File: src/pkg/fcl_map.vh
// Register map, field positions, reset values and constants of the block
`ifndef FCL_MAP_VH
`define FCL_MAP_VH
// Register byte offsets on the Wishbone slave
`define FCL_A_OVR_W 8'h00
`define FCL_A_DC_GAIN 8'h04
`define FCL_A_TQ_OFS 8'h08
`define FCL_A_SFUNC1 8'h0C
`define FCL_A_SSPEC1 8'h10
`define FCL_A_DFB_TC 8'h14
`define FCL_A_DFB_DB 8'h18
`define FCL_A_STATUS 8'h1C
`define FCL_A_CTRL 8'h20
`define FCL_A_FB_DIFF 8'h24
`define FCL_A_FB_POS 8'h28
// Field positions
`define FCL_SF1_DC_HI 1
`define FCL_SF1_DC_LO 0
`define FCL_SP1_DFB 1
`define FCL_CT_APPLY 0
`define FCL_CT_CLR 1
`define FCL_ST_ALARM 0
`define FCL_ST_STOP 1
`define FCL_ST_DFB 2
`define FCL_ST_BADSEL 3
`define FCL_ST_DROOP0 4
`define FCL_ST_PULLDIR 5
`define FCL_ST_PULLEN 6
// Delay compensation changeover selector codes
`define FCL_DC_OFF 2'h0
`define FCL_DC_TYPE1 2'h1
`define FCL_DC_TYPE2 2'h2
`define FCL_DC_BAD 2'h3
// Reset values
`define FCL_RST_OVR_W 16'h0000
`define FCL_RST_GAIN 15'h0000
`define FCL_RST_TQ 8'h00
`define FCL_RST_TC 14'h0000
`define FCL_RST_DB 14'h0000
// Setting limits and special values
`define FCL_OVR_SKIP 16'hFFFF
`define FCL_OVR_MAX 16'h7FFF
`define FCL_OVR_DEF_MM 16'h0002
`define FCL_UM_PER_MM 16'h03E8
`define FCL_TQ_MAX 8'h64
`define FCL_TQ_MIN 8'h9C
`define FCL_TC_MAX 14'h270F
`define FCL_DB_MAX 14'h270F
`define FCL_TC_MIN_MS 14'h0001
// Alarm number raised on overrun
`define FCL_ALARM_OVERRUN 8'h2B
`define FCL_ALARM_NONE 8'h00
`endif

File: src/hdl/fcl_ctrl.v
// Full closed loop feedback handling: overrun, delay comp, offset, blend
`timescale 1ns/10ps
`include "fcl_map.vh"

// Operation
// Compare scale and motor position; beyond width raise alarm 43, stop.
// Width setting of minus one skips overrun detection completely.
// Width setting of zero uses a two millimetre detection width.
// Linear or direct-drive systems leave the width setting at zero.
// Selector 00 off, 01 type 1, 10 type 2, 11 prohibited.
// Type 2 reduces lead compensation only once position droop is zero.
// Speed loop PI weakened in proportion to gain, range 0 to 32767.
// Pull-up direction follows torque offset sign; zero offset, no pull-up.
// Torque offset is signed, -100 to 100 percent of stall current.
// Dual feedback blends motor and scale positions through first-order filter.
// Servo spec bit 1 enables dual feedback when set.
// Software cycles power before a dual feedback enable change applies.
// Filter time constant 0 to 9999 ms; zero acts as 1 ms.
// Dual feedback deadband 0 to 9999 micrometres, normally zero.
// Difference and filter use the same samples, once per servo cycle.
module fcl_ctrl #(
    parameter W = 32,
    parameter NW = 24,
    parameter TICKS_PER_MS = 1
) (
    input wire clk,
    input wire rst,
    input wire wb_cyc_i,
    input wire wb_stb_i,
    input wire wb_we_i,
    input wire [7:0] wb_adr_i,
    input wire [3:0] wb_sel_i,
    input wire [31:0] wb_dat_i,
    output reg [31:0] wb_dat_o,
    output reg wb_ack_o,
    input wire servo_tick,
    input wire signed [W-1:0] motor_pos,
    input wire signed [W-1:0] scale_pos,
    input wire signed [W-1:0] position_droop,
    input wire cmd_moving,
    output reg signed [W-1:0] fb_position,
    output reg overrun_alarm,
    output reg [7:0] alarm_code,
    output reg axis_stop,
    output reg [14:0] lead_reduce_gain,
    output reg [14:0] pi_weaken_gain,
    output reg signed [7:0] torque_offset,
    output reg pull_up_en,
    output reg pull_up_dir
);

localparam [NW-1:0] TPM = TICKS_PER_MS;
localparam [W-1:0] UM_PER_MM = `FCL_UM_PER_MM;

// Blend sequence states, one-hot
localparam [2:0] S_IDLE = 3'b001;
localparam [2:0] S_FILT = 3'b010;
localparam [2:0] S_OUT = 3'b100;

// Software settings
reg [15:0] overrun_width;
reg [14:0] delay_comp_gain;
reg [1:0] servo_function_one;
reg [31:0] servo_spec_one;
reg [13:0] dual_fb_time_const;
reg [13:0] dual_fb_deadband;
reg dual_fb_active;

// Servo cycle samples and state
reg signed [W-1:0] motor_s;
reg signed [W-1:0] scale_s;
reg signed [W-1:0] fb_diff;
reg droop_zeroed;
reg [2:0] state;
reg [2:0] next_state;
reg lpf_start;
reg lpf_clear;

wire signed [W-1:0] lpf_y;
wire lpf_busy;
wire wb_req = wb_cyc_i & wb_stb_i & ~wb_ack_o;
wire wb_wr = wb_req & wb_we_i;

// Byte-lane merge; decode shared by every register write
function [31:0] merge;
    input [31:0] old;
    input [31:0] dat;
    input [3:0] sel;
    integer i;
    begin
        merge = old;
        for (i = 0; i < 4; i = i + 1) begin
            if (sel[i]) begin
                merge[i*8 +: 8] = dat[i*8 +: 8];
            end
        end
    end
endfunction

// Absolute value of a signed word, as unsigned
function [W-1:0] mag;
    input [W-1:0] v;
    begin
        mag = v[W-1] ? -v : v;
    end
endfunction

// Clamp a signed setting to 0..max (negative writes become zero)
function [13:0] clamp14;
    input [31:0] v;
    input [13:0] vmax;
    begin
        if (v[31]) begin
            clamp14 = 14'h0000;
        end else if (v > {18'h00000, vmax}) begin
            clamp14 = vmax;
        end else begin
            clamp14 = v[13:0];
        end
    end
endfunction

wire [31:0] wd_ovr = merge({{16{overrun_width[15]}}, overrun_width},
    wb_dat_i, wb_sel_i);
wire [31:0] wd_gain = merge({17'h00000, delay_comp_gain}, wb_dat_i,
    wb_sel_i);
wire [31:0] wd_tq = merge({{24{torque_offset[7]}}, torque_offset},
    wb_dat_i, wb_sel_i);
wire [31:0] wd_sf1 = merge({30'h00000000, servo_function_one}, wb_dat_i,
    wb_sel_i);
wire [31:0] wd_tc = merge({18'h00000, dual_fb_time_const}, wb_dat_i,
    wb_sel_i);
wire [31:0] wd_db = merge({18'h00000, dual_fb_deadband}, wb_dat_i,
    wb_sel_i);
wire [31:0] wd_ctl = merge(32'h00000000, wb_dat_i, wb_sel_i);
wire ctl_wr = wb_wr && wb_adr_i == `FCL_A_CTRL;
wire apply_spec = ctl_wr && wd_ctl[`FCL_CT_APPLY];
wire clear_alarm = ctl_wr && wd_ctl[`FCL_CT_CLR];

// Effective overrun width in micrometres
wire ovr_skip = overrun_width == `FCL_OVR_SKIP;
wire [15:0] ovr_mm = (overrun_width == 16'h0000) ?
    `FCL_OVR_DEF_MM : overrun_width;
wire [W-1:0] ovr_um = {{(W-16){1'b0}}, ovr_mm} * UM_PER_MM;

// Deadband on the motor-to-scale difference
wire [W-1:0] db_um = {{(W-14){1'b0}}, dual_fb_deadband};
wire signed [W-1:0] diff_db = (mag(fb_diff) <= db_um) ? {W{1'b0}} :
    (fb_diff[W-1] ? fb_diff + db_um : fb_diff - db_um);

// Filter length in servo cycles; zero time constant taken as 1 ms
wire [13:0] tc_ms = (dual_fb_time_const == 14'h0000) ?
    `FCL_TC_MIN_MS : dual_fb_time_const;
wire [NW+13:0] tc_prod = tc_ms * TPM;
wire [NW-1:0] tc_n = tc_prod[NW-1:0];

////////////////////////////////////////////////////////////////////////
// Wishbone slave: one ack per request, one cycle after it, data from a register
always @(posedge clk) begin
    if (rst) begin
        wb_ack_o <= 1'b0;
        wb_dat_o <= 32'h00000000;
    end else begin
        wb_ack_o <= wb_req;
        if (wb_req && !wb_we_i) begin
            case (wb_adr_i)
                `FCL_A_OVR_W: wb_dat_o <= {{16{overrun_width[15]}},
                    overrun_width};
                `FCL_A_DC_GAIN: wb_dat_o <= {17'h00000, delay_comp_gain};
                `FCL_A_TQ_OFS: wb_dat_o <= {{24{torque_offset[7]}},
                    torque_offset};
                `FCL_A_SFUNC1: wb_dat_o <= {30'h00000000,
                    servo_function_one};
                `FCL_A_SSPEC1: wb_dat_o <= servo_spec_one;
                `FCL_A_DFB_TC: wb_dat_o <= {18'h00000, dual_fb_time_const};
                `FCL_A_DFB_DB: wb_dat_o <= {18'h00000, dual_fb_deadband};
                `FCL_A_STATUS: wb_dat_o <= {25'h0000000, pull_up_en,
                    pull_up_dir, droop_zeroed,
                    servo_function_one == `FCL_DC_BAD, dual_fb_active,
                    axis_stop, overrun_alarm};
                `FCL_A_FB_DIFF: wb_dat_o <= fb_diff;
                `FCL_A_FB_POS: wb_dat_o <= fb_position;
                default: wb_dat_o <= 32'h00000000;
            endcase
        end
    end
end

////////////////////////////////////////////////////////////////////////
// Setting registers; out-of-range width, offset, time constant and deadband values are clamped on write
always @(posedge clk) begin
    if (rst) begin
        overrun_width <= `FCL_RST_OVR_W;
        delay_comp_gain <= `FCL_RST_GAIN;
        torque_offset <= `FCL_RST_TQ;
        servo_function_one <= `FCL_DC_OFF;
        servo_spec_one <= 32'h00000000;
        dual_fb_time_const <= `FCL_RST_TC;
        dual_fb_deadband <= `FCL_RST_DB;
    end else if (wb_wr) begin
        case (wb_adr_i)
            `FCL_A_OVR_W: begin
                // Below -1 is taken as -1, above 32767 as 32767
                if (wd_ovr[31] && wd_ovr[15:0] != `FCL_OVR_SKIP) begin
                    overrun_width <= `FCL_OVR_SKIP;
                end else if (!wd_ovr[31] && wd_ovr[30:15] != 16'h0000) begin
                    overrun_width <= `FCL_OVR_MAX;
                end else begin
                    overrun_width <= wd_ovr[15:0];
                end
            end
            `FCL_A_DC_GAIN: delay_comp_gain <= wd_gain[14:0];
            `FCL_A_TQ_OFS: begin
                if ($signed(wd_tq) > $signed({24'h000000, `FCL_TQ_MAX})) begin
                    torque_offset <= `FCL_TQ_MAX;
                end else if ($signed(wd_tq) <
                    $signed({24'hFFFFFF, `FCL_TQ_MIN})) begin
                    torque_offset <= `FCL_TQ_MIN;
                end else begin
                    torque_offset <= wd_tq[7:0];
                end
            end
            `FCL_A_SFUNC1: servo_function_one <= wd_sf1[1:0];
            `FCL_A_SSPEC1: servo_spec_one <= merge(servo_spec_one,
                wb_dat_i, wb_sel_i);
            `FCL_A_DFB_TC: dual_fb_time_const <= clamp14(wd_tc,
                `FCL_TC_MAX);
            `FCL_A_DFB_DB: dual_fb_deadband <= clamp14(wd_db,
                `FCL_DB_MAX);
            default: ;
        endcase
    end
end

////////////////////////////////////////////////////////////////////////
// Enable bit only takes hold on the power-cycle stand-in (apply)
always @(posedge clk) begin
    if (rst) begin
        dual_fb_active <= 1'b0;
    end else if (apply_spec) begin
        dual_fb_active <= servo_spec_one[`FCL_SP1_DFB];
    end
end

////////////////////////////////////////////////////////////////////////
// Overrun: one sample pair per servo cycle; set wins over clear
always @(posedge clk) begin
    if (rst) begin
        motor_s <= {W{1'b0}};
        scale_s <= {W{1'b0}};
        fb_diff <= {W{1'b0}};
        overrun_alarm <= 1'b0;
        axis_stop <= 1'b0;
        alarm_code <= `FCL_ALARM_NONE;
    end else begin
        if (servo_tick && state == S_IDLE) begin
            motor_s <= motor_pos;
            scale_s <= scale_pos;
            fb_diff <= scale_pos - motor_pos;
        end
        if (!ovr_skip && mag(fb_diff) > ovr_um) begin
            overrun_alarm <= 1'b1;
            axis_stop <= 1'b1;
            alarm_code <= `FCL_ALARM_OVERRUN;
        end else if (clear_alarm) begin
            overrun_alarm <= 1'b0;
            axis_stop <= 1'b0;
            alarm_code <= `FCL_ALARM_NONE;
        end
    end
end

////////////////////////////////////////////////////////////////////////
// Blend sequence: sample, filter the difference, publish feedback
always @* begin
    next_state = state;
    case (state)
        S_IDLE: if (servo_tick) next_state = S_FILT;
        S_FILT: if (!lpf_busy && !lpf_start) next_state = S_OUT;
        S_OUT: next_state = S_IDLE;
        default: next_state = S_IDLE;
    endcase
end

always @(posedge clk) begin
    if (rst) begin
        state <= S_IDLE;
        lpf_start <= 1'b0;
        lpf_clear <= 1'b1;
        fb_position <= {W{1'b0}};
    end else begin
        state <= next_state;
        lpf_start <= state == S_IDLE && servo_tick && dual_fb_active;
        lpf_clear <= !dual_fb_active;
        if (state == S_OUT) begin
            // Fast motion rides on motor, slow settles onto scale
            fb_position <= dual_fb_active ? motor_s + lpf_y : scale_s;
        end
    end
end

fcl_lpf #(
    .W(W),
    .NW(NW)
) u_lpf (
    .clk(clk),
    .rst(rst),
    .clear(lpf_clear),
    .start(lpf_start),
    .x(diff_db),
    .n(tc_n),
    .y(lpf_y),
    .busy(lpf_busy)
);

////////////////////////////////////////////////////////////////////////
// Delay compensation and torque offset outputs
always @(posedge clk) begin
    if (rst) begin
        droop_zeroed <= 1'b0;
        lead_reduce_gain <= 15'h0000;
        pi_weaken_gain <= 15'h0000;
        pull_up_en <= 1'b0;
        pull_up_dir <= 1'b0;
    end else begin
        // Held from droop reaching zero until motion is commanded again
        if (position_droop == {W{1'b0}}) begin
            droop_zeroed <= 1'b1;
        end else if (cmd_moving) begin
            droop_zeroed <= 1'b0;
        end
        case (servo_function_one)
            `FCL_DC_TYPE1: begin
                pi_weaken_gain <= delay_comp_gain;
                lead_reduce_gain <= delay_comp_gain;
            end
            `FCL_DC_TYPE2: begin
                pi_weaken_gain <= delay_comp_gain;
                lead_reduce_gain <= droop_zeroed ?
                    delay_comp_gain : 15'h0000;
            end
            // Prohibited code acts as disabled, flagged in status
            default: begin
                pi_weaken_gain <= 15'h0000;
                lead_reduce_gain <= 15'h0000;
            end
        endcase
        pull_up_en <= torque_offset != `FCL_RST_TQ;
        pull_up_dir <= ~torque_offset[7];
    end
end

endmodule

File: src/hdl/fcl_lpf.v
// First-order delay filter stepped once per servo cycle by serial division
`timescale 1ns/10ps
module fcl_lpf #(
    parameter W = 32,
    parameter NW = 24
) (
    input wire clk,
    input wire rst,
    input wire clear,
    input wire start,
    input wire signed [W-1:0] x,
    input wire [NW-1:0] n,
    output reg signed [W-1:0] y,
    output reg busy
);

localparam CW = 6;
localparam [CW-1:0] STEPS = W + 1;

reg [W:0] num;
reg [W:0] quo;
reg [W:0] rem;
reg neg;
reg [CW-1:0] cnt;
wire signed [W:0] err = {x[W-1], x} - {y[W-1], y};
wire [W+1:0] trial = {rem, num[W]} - {{(W+2-NW){1'b0}}, n};

////////////////////////////////////////////////////////////////////////
// Restoring division of the error by n, then one filter step.
// Serial to keep area small; starts at least W+3 clocks apart, so ticks at least W+6.
always @(posedge clk) begin
    if (rst || clear) begin
        y <= {W{1'b0}};
        busy <= 1'b0;
        num <= {(W+1){1'b0}};
        quo <= {(W+1){1'b0}};
        rem <= {(W+1){1'b0}};
        neg <= 1'b0;
        cnt <= {CW{1'b0}};
    end else if (!busy) begin
        if (start) begin
            neg <= err[W];
            num <= err[W] ? -err : err;
            quo <= {(W+1){1'b0}};
            rem <= {(W+1){1'b0}};
            cnt <= STEPS;
            busy <= 1'b1;
        end
    end else if (cnt != {CW{1'b0}}) begin
        num <= {num[W-1:0], 1'b0};
        if (!trial[W+1]) begin
            rem <= trial[W:0];
            quo <= {quo[W-1:0], 1'b1};
        end else begin
            rem <= {rem[W-1:0], num[W]};
            quo <= {quo[W-1:0], 1'b0};
        end
        cnt <= cnt - 1'b1;
    end else begin
        // Step toward the input by error divided by the time count
        y <= neg ? y - quo[W-1:0] : y + quo[W-1:0];
        busy <= 1'b0;
    end
end

endmodule

File: config.mk
export PLATFORM = sky130hd
export DESIGN_NAME = fcl_ctrl
export DESIGN_NICKNAME = d
export VERILOG_FILES = /design/src/hdl/fcl_ctrl.v /design/src/hdl/fcl_lpf.v
export VERILOG_INCLUDE_DIRS = /design/src /design/src/pkg
export SDC_FILE = /design/constraint.sdc
export NUM_CORES = 2
export LEC_CHECK = 0
export BUFFER_PORTS_ARGS = -buffer_cell sky130_fd_sc_hd__buf_4
export CAP_MARGIN = 20
export CORE_MARGIN = 1
export CORE_UTILIZATION = 40
export DETAILED_ROUTE_END_ITERATION = 8
export GPL_ROUTABILITY_DRIVEN = 0
export GPL_TIMING_DRIVEN = 0
export PLACE_DENSITY_LB_ADDON = 0.15
export SYNTH_ARGS = -nofsm -noshare
export SYNTH_HDL_FRONTEND = slang
export SYNTH_HIERARCHICAL = 1
export SYNTH_SLANG_ARGS = --single-unit
File: constraint.sdc
create_clock -name clk -period 13.4 [get_ports clk]
set_input_delay 2.68 -clock clk [delete_from_list [all_inputs] [get_ports clk]]
set_output_delay 2.68 -clock clk [all_outputs]
set_load 0.005 [all_outputs]
==> out/qor.yml <==
outcome:
  outcome: "complete, no violations"
routing:
  firstDrtPassIters: 7
  routed_via_density: 5.77
  wl_per_cell_um: 21.9
  dr_wl_met3_um: 10900
  antenna_left: 0
  wl_met1_um: 56500
  vias: 34294
  top_layer: "met4"
  routed_wl_um: 130000
  drt_iter0_drc: 3443
  drcViolationCount: 0
  met2_wirelength_um: 57300
global_route:
  grt_pass1_wl_um: 195000
  antenna_found_initial: 1
  overflow: 0
  grt_pass1_vias: 31949
  grt_start_max_net_pins: 16
  track_usage_pct: 29.4
placement:
  place_inst: 5842
  port_buffers: 253
  dpl.hpwl_um: 104000
synthesis:
  yosys_warnings: 6
  synth_top_area_share_pct: 26.0
  avgSynthCellArea_sq_um: 7.62
  synth-xor-area-share_pct: 6.41
  synth_mux_area_share_pct: 1.53
  ys.flop_type: "dfxtp_1"
  synth_enable_flop_cells: 0
  async_flop_share_pct: 0
  synth_top_family_by_area: "compound AO/OA/AOI/OAI gates"
  synth-adder-area-share_pct: 14.3
  synth_area_leaders: "dfxtp_1, ha_1, a21oi_1, nand2_1, xnor2_1"
  seq_area_frac_synth_pct: 26.0
  synth-seq-cells: 440
  synth_area_leader_cell: "dfxtp_1"
  synth_compound_area_share_pct: 25.2
  netlist_area_sq_mm: 0.0339
  synth_cell_type_count: 102
  yosys.area_share.simple_pct: 20.3
  syn-instance-count: 4441
setup_path:
  max_stage_delay_ps: 660
  cp-start-kind: "register"
  reg2regPathDepth: 32
  required_ps: 13900
  cp-startpoint: "overrun_width[15]$_SDFFE_PP0P_"
  cpMaxStageDelayCell: "a2111oi_0"
  worstPathArrival_ps: 9340
  crit_fanout: 10
  rrSetupSlack_ps: 4570
  worstReg2RegStart: "overrun_width[15]$_SDFFE_PP0P_"
  end_kind: "register"
  critPathKind: "reg -> reg"
  regToRegEndpoint: "alarm_code[3]$_SDFFE_PP0P_"
finish:
  num_antenna_cells: 0
  area_growth_pct: 15.4
  drive_gt1_share_pct: 8.94
  utilization_pct: 46.7
  fin_cells: 5942
  num-nets-final: 5262
timing:
  max-slew-margin-rel_pct: 23.2
  skew_ps: 57.0
  hold_ws_ps: 452
  hold_viol: 0
  layout_min_cycle_time_ps: 8830
  rsz0062_at_grt: "no"
  slew_violations: 0
  max_freq_mhz: 113
  tightest_slew_ps: 1150
  setup-violations-final: 0
  fin_setup_tns_ps: 0
  final_min_period_over_clock_period_pct: 65.9
power_and_ir_drop:
  cellPowerDensity_mw_per_mm2: 101
  p_leak_nw: 16.1
  vdd_drop_max_mv: 0.0920
clocking:
  clock-sinks: 440
  htree_levels: 2
  clock-root-buffer: "clkbuf_16"
  clock_latency_ps: 660
  post_cts_buffers: 0
  cts_tree: "done"
  cts_hold_buffers: 0
  cts_buffer_depth: 3
  clk_pin_slew_ps: 70
  cts_buffers: 52
  cts_resized: 0
floorplanning:
  rows: 106
  die_area_sq_mm: 0.0858
  die_h_um: 293
  ioPinCount: 262
  die_x_um: 293
  core_area_sq_mm: 0.0837
  initial_utilization_pct: 40.5
min_path:
  holdCritStartpoint: "servo_spec_one[16]$_SDFFE_PP0P_"
  hold_path_depth: 2
  hold_end: "servo_spec_one[16]$_SDFFE_PP0P_"
  hold_class: "reg -> reg"
flow_run:
  cap_violations: 0
[how the worst max path moves through the flow]
stage,to,cells past startpoint
after floorplan,alarm_code[3]$_SDFFE_PP0P_,32
after global placement,alarm_code[3]$_SDFFE_PP0P_,32
after detailed placement,alarm_code[3]$_SDFFE_PP0P_,32
after CTS,alarm_code[3]$_SDFFE_PP0P_,32
after global routing,alarm_code[3]$_SDFFE_PP0P_,32
final,alarm_code[3]$_SDFFE_PP0P_,32
[sequential cells by signal, summed over array words and instances, names as in the netlist, 16 cells and up]
register	count
fb_diff	32
overrun_width	16
u_lpf/quo	32
u_lpf/rem	33
u_lpf/num	33
scale_s	32
servo_spec_one	32
u_lpf/y	32
motor_s	32
fb_position	32
wb_dat_o	32
[logic make-up after synthesis]
family / Yosys count
buffers and inverters: 550
flip-flops: 440
XOR/XNOR: 248
other: 1
AND/OR/NAND/NOR: 1472
AO/OA/AOI/OAI: 1328
multiplexers: 51
adder cells (fa/ha/maj): 351
[per-layer routing]
| metal | track usage [%] | vias to the layer above |
|---|---|---|
| met3 | 5.09 | 305 |
| met5 | 0 | - |
| met1 | 39.7 | 16150 |
| met2 | 46.9 | 1389 |
| met4 | 10.5 | 0 |
| li1 | - | 16450 |
[worst max-delay path: cells and delay by family, from the launching register on]
kind / cells / cell delay, ps
buf+inv: 6 / 930
flops: 1 / 640
xor+xnor: 1 / 210
simple gates: 10 / 1750
compound gates: 8 / 2230
fa+ha+maj: 7 / 2950
[layout by cell type (no fill, tap or decap), types with 15 or more instances in the layout]
cell,synthesis,final
a22o_1,37,37
or3_1,24,24
a21o_1,90,90
buf_4,11,264
inv_1,313,313
ha_1,293,293
xor2_1,74,74
nand4_1,47,47
nor4_1,36,36
o211ai_1,31,31
or2_2,16,16
nand2b_1,42,42
nand2_1,528,528
buf_1,15,15
and3_1,25,25
xnor2_1,174,174
o31ai_1,27,27
nor3_1,99,99
o21ai_0,201,201
clkbuf_16,0,52
nand3_1,101,101
and2_1,58,58
o21a_1,40,40
nor2b_1,33,33
a221oi_1,42,42
o21bai_1,30,30
fa_1,58,58
a222oi_1,22,22
clkbuf_1,201,208
a21oi_1,498,498
nor2_1,384,384
a31oi_1,51,51
dfxtp_1,440,440
a211oi_1,45,45
a22oi_1,38,38
mux2i_1,46,46
[per-stage QoR]
step,cell area (sq um),total power [mW],setup slack (ps)
after global routing,39100,4.12,3940
after global placement,37200,2.42,4690
after detailed placement,37200,2.42,4650
final,39100,3.95,4570
after CTS,39100,3.95,4600
after floorplan,33900,2.11,5880
[synth_stat cells (all sizes together), types with 12 or more instances]
| master | number |
|---|---|
| o21bai | 30 |
| dfxtp | 440 |
| o211ai | 32 |
| or2 | 18 |
| buf | 35 |
| a31oi | 51 |
| a222oi | 22 |
| a211o | 12 |
| or3 | 25 |
| or4 | 13 |
| a22o | 37 |
| nor2 | 385 |
| a21oi | 501 |
| nor4 | 40 |
| nor3 | 101 |
| a221oi | 43 |
| o21a | 40 |
| fa | 58 |
| o21ai | 213 |
| nand2 | 528 |
| a41oi | 12 |
| clkbuf | 201 |
| nand3 | 101 |
| and3 | 25 |
| and2 | 60 |
| nand2b | 42 |
| o31ai | 29 |
| a21o | 90 |
| xnor2 | 174 |
| nor2b | 33 |
| mux2i | 46 |
| nand4 | 47 |
| a211oi | 46 |
| inv | 313 |
| a22oi | 38 |
| ha | 293 |
| xor2 | 74 |
| o22ai | 15 |
[where the power goes]
group | leakage, nW | switching, mW | internal, mW
Sequential | 3.56 | 0.0420 | 1.33
Combinational | 11.7 | 0.641 | 0.402
Clock | 0.910 | 0.635 | 0.901
Total | 16.1 | 1.32 | 2.64
[area by class of cell]
type / count / area, sq um
inverter: 314 / 1180
multi-input combinational: 3464 / 23000
timing repair buffer: 256 / 1910
buffer: 236 / 945
fill: 8596 / 44600
sequential: 440 / 8810
tap: 1134 / 1420
clock buffer: 71 / 1490
clock inverter: 27 / 342
Note: power is estimated with default switching activity, not from simulation.
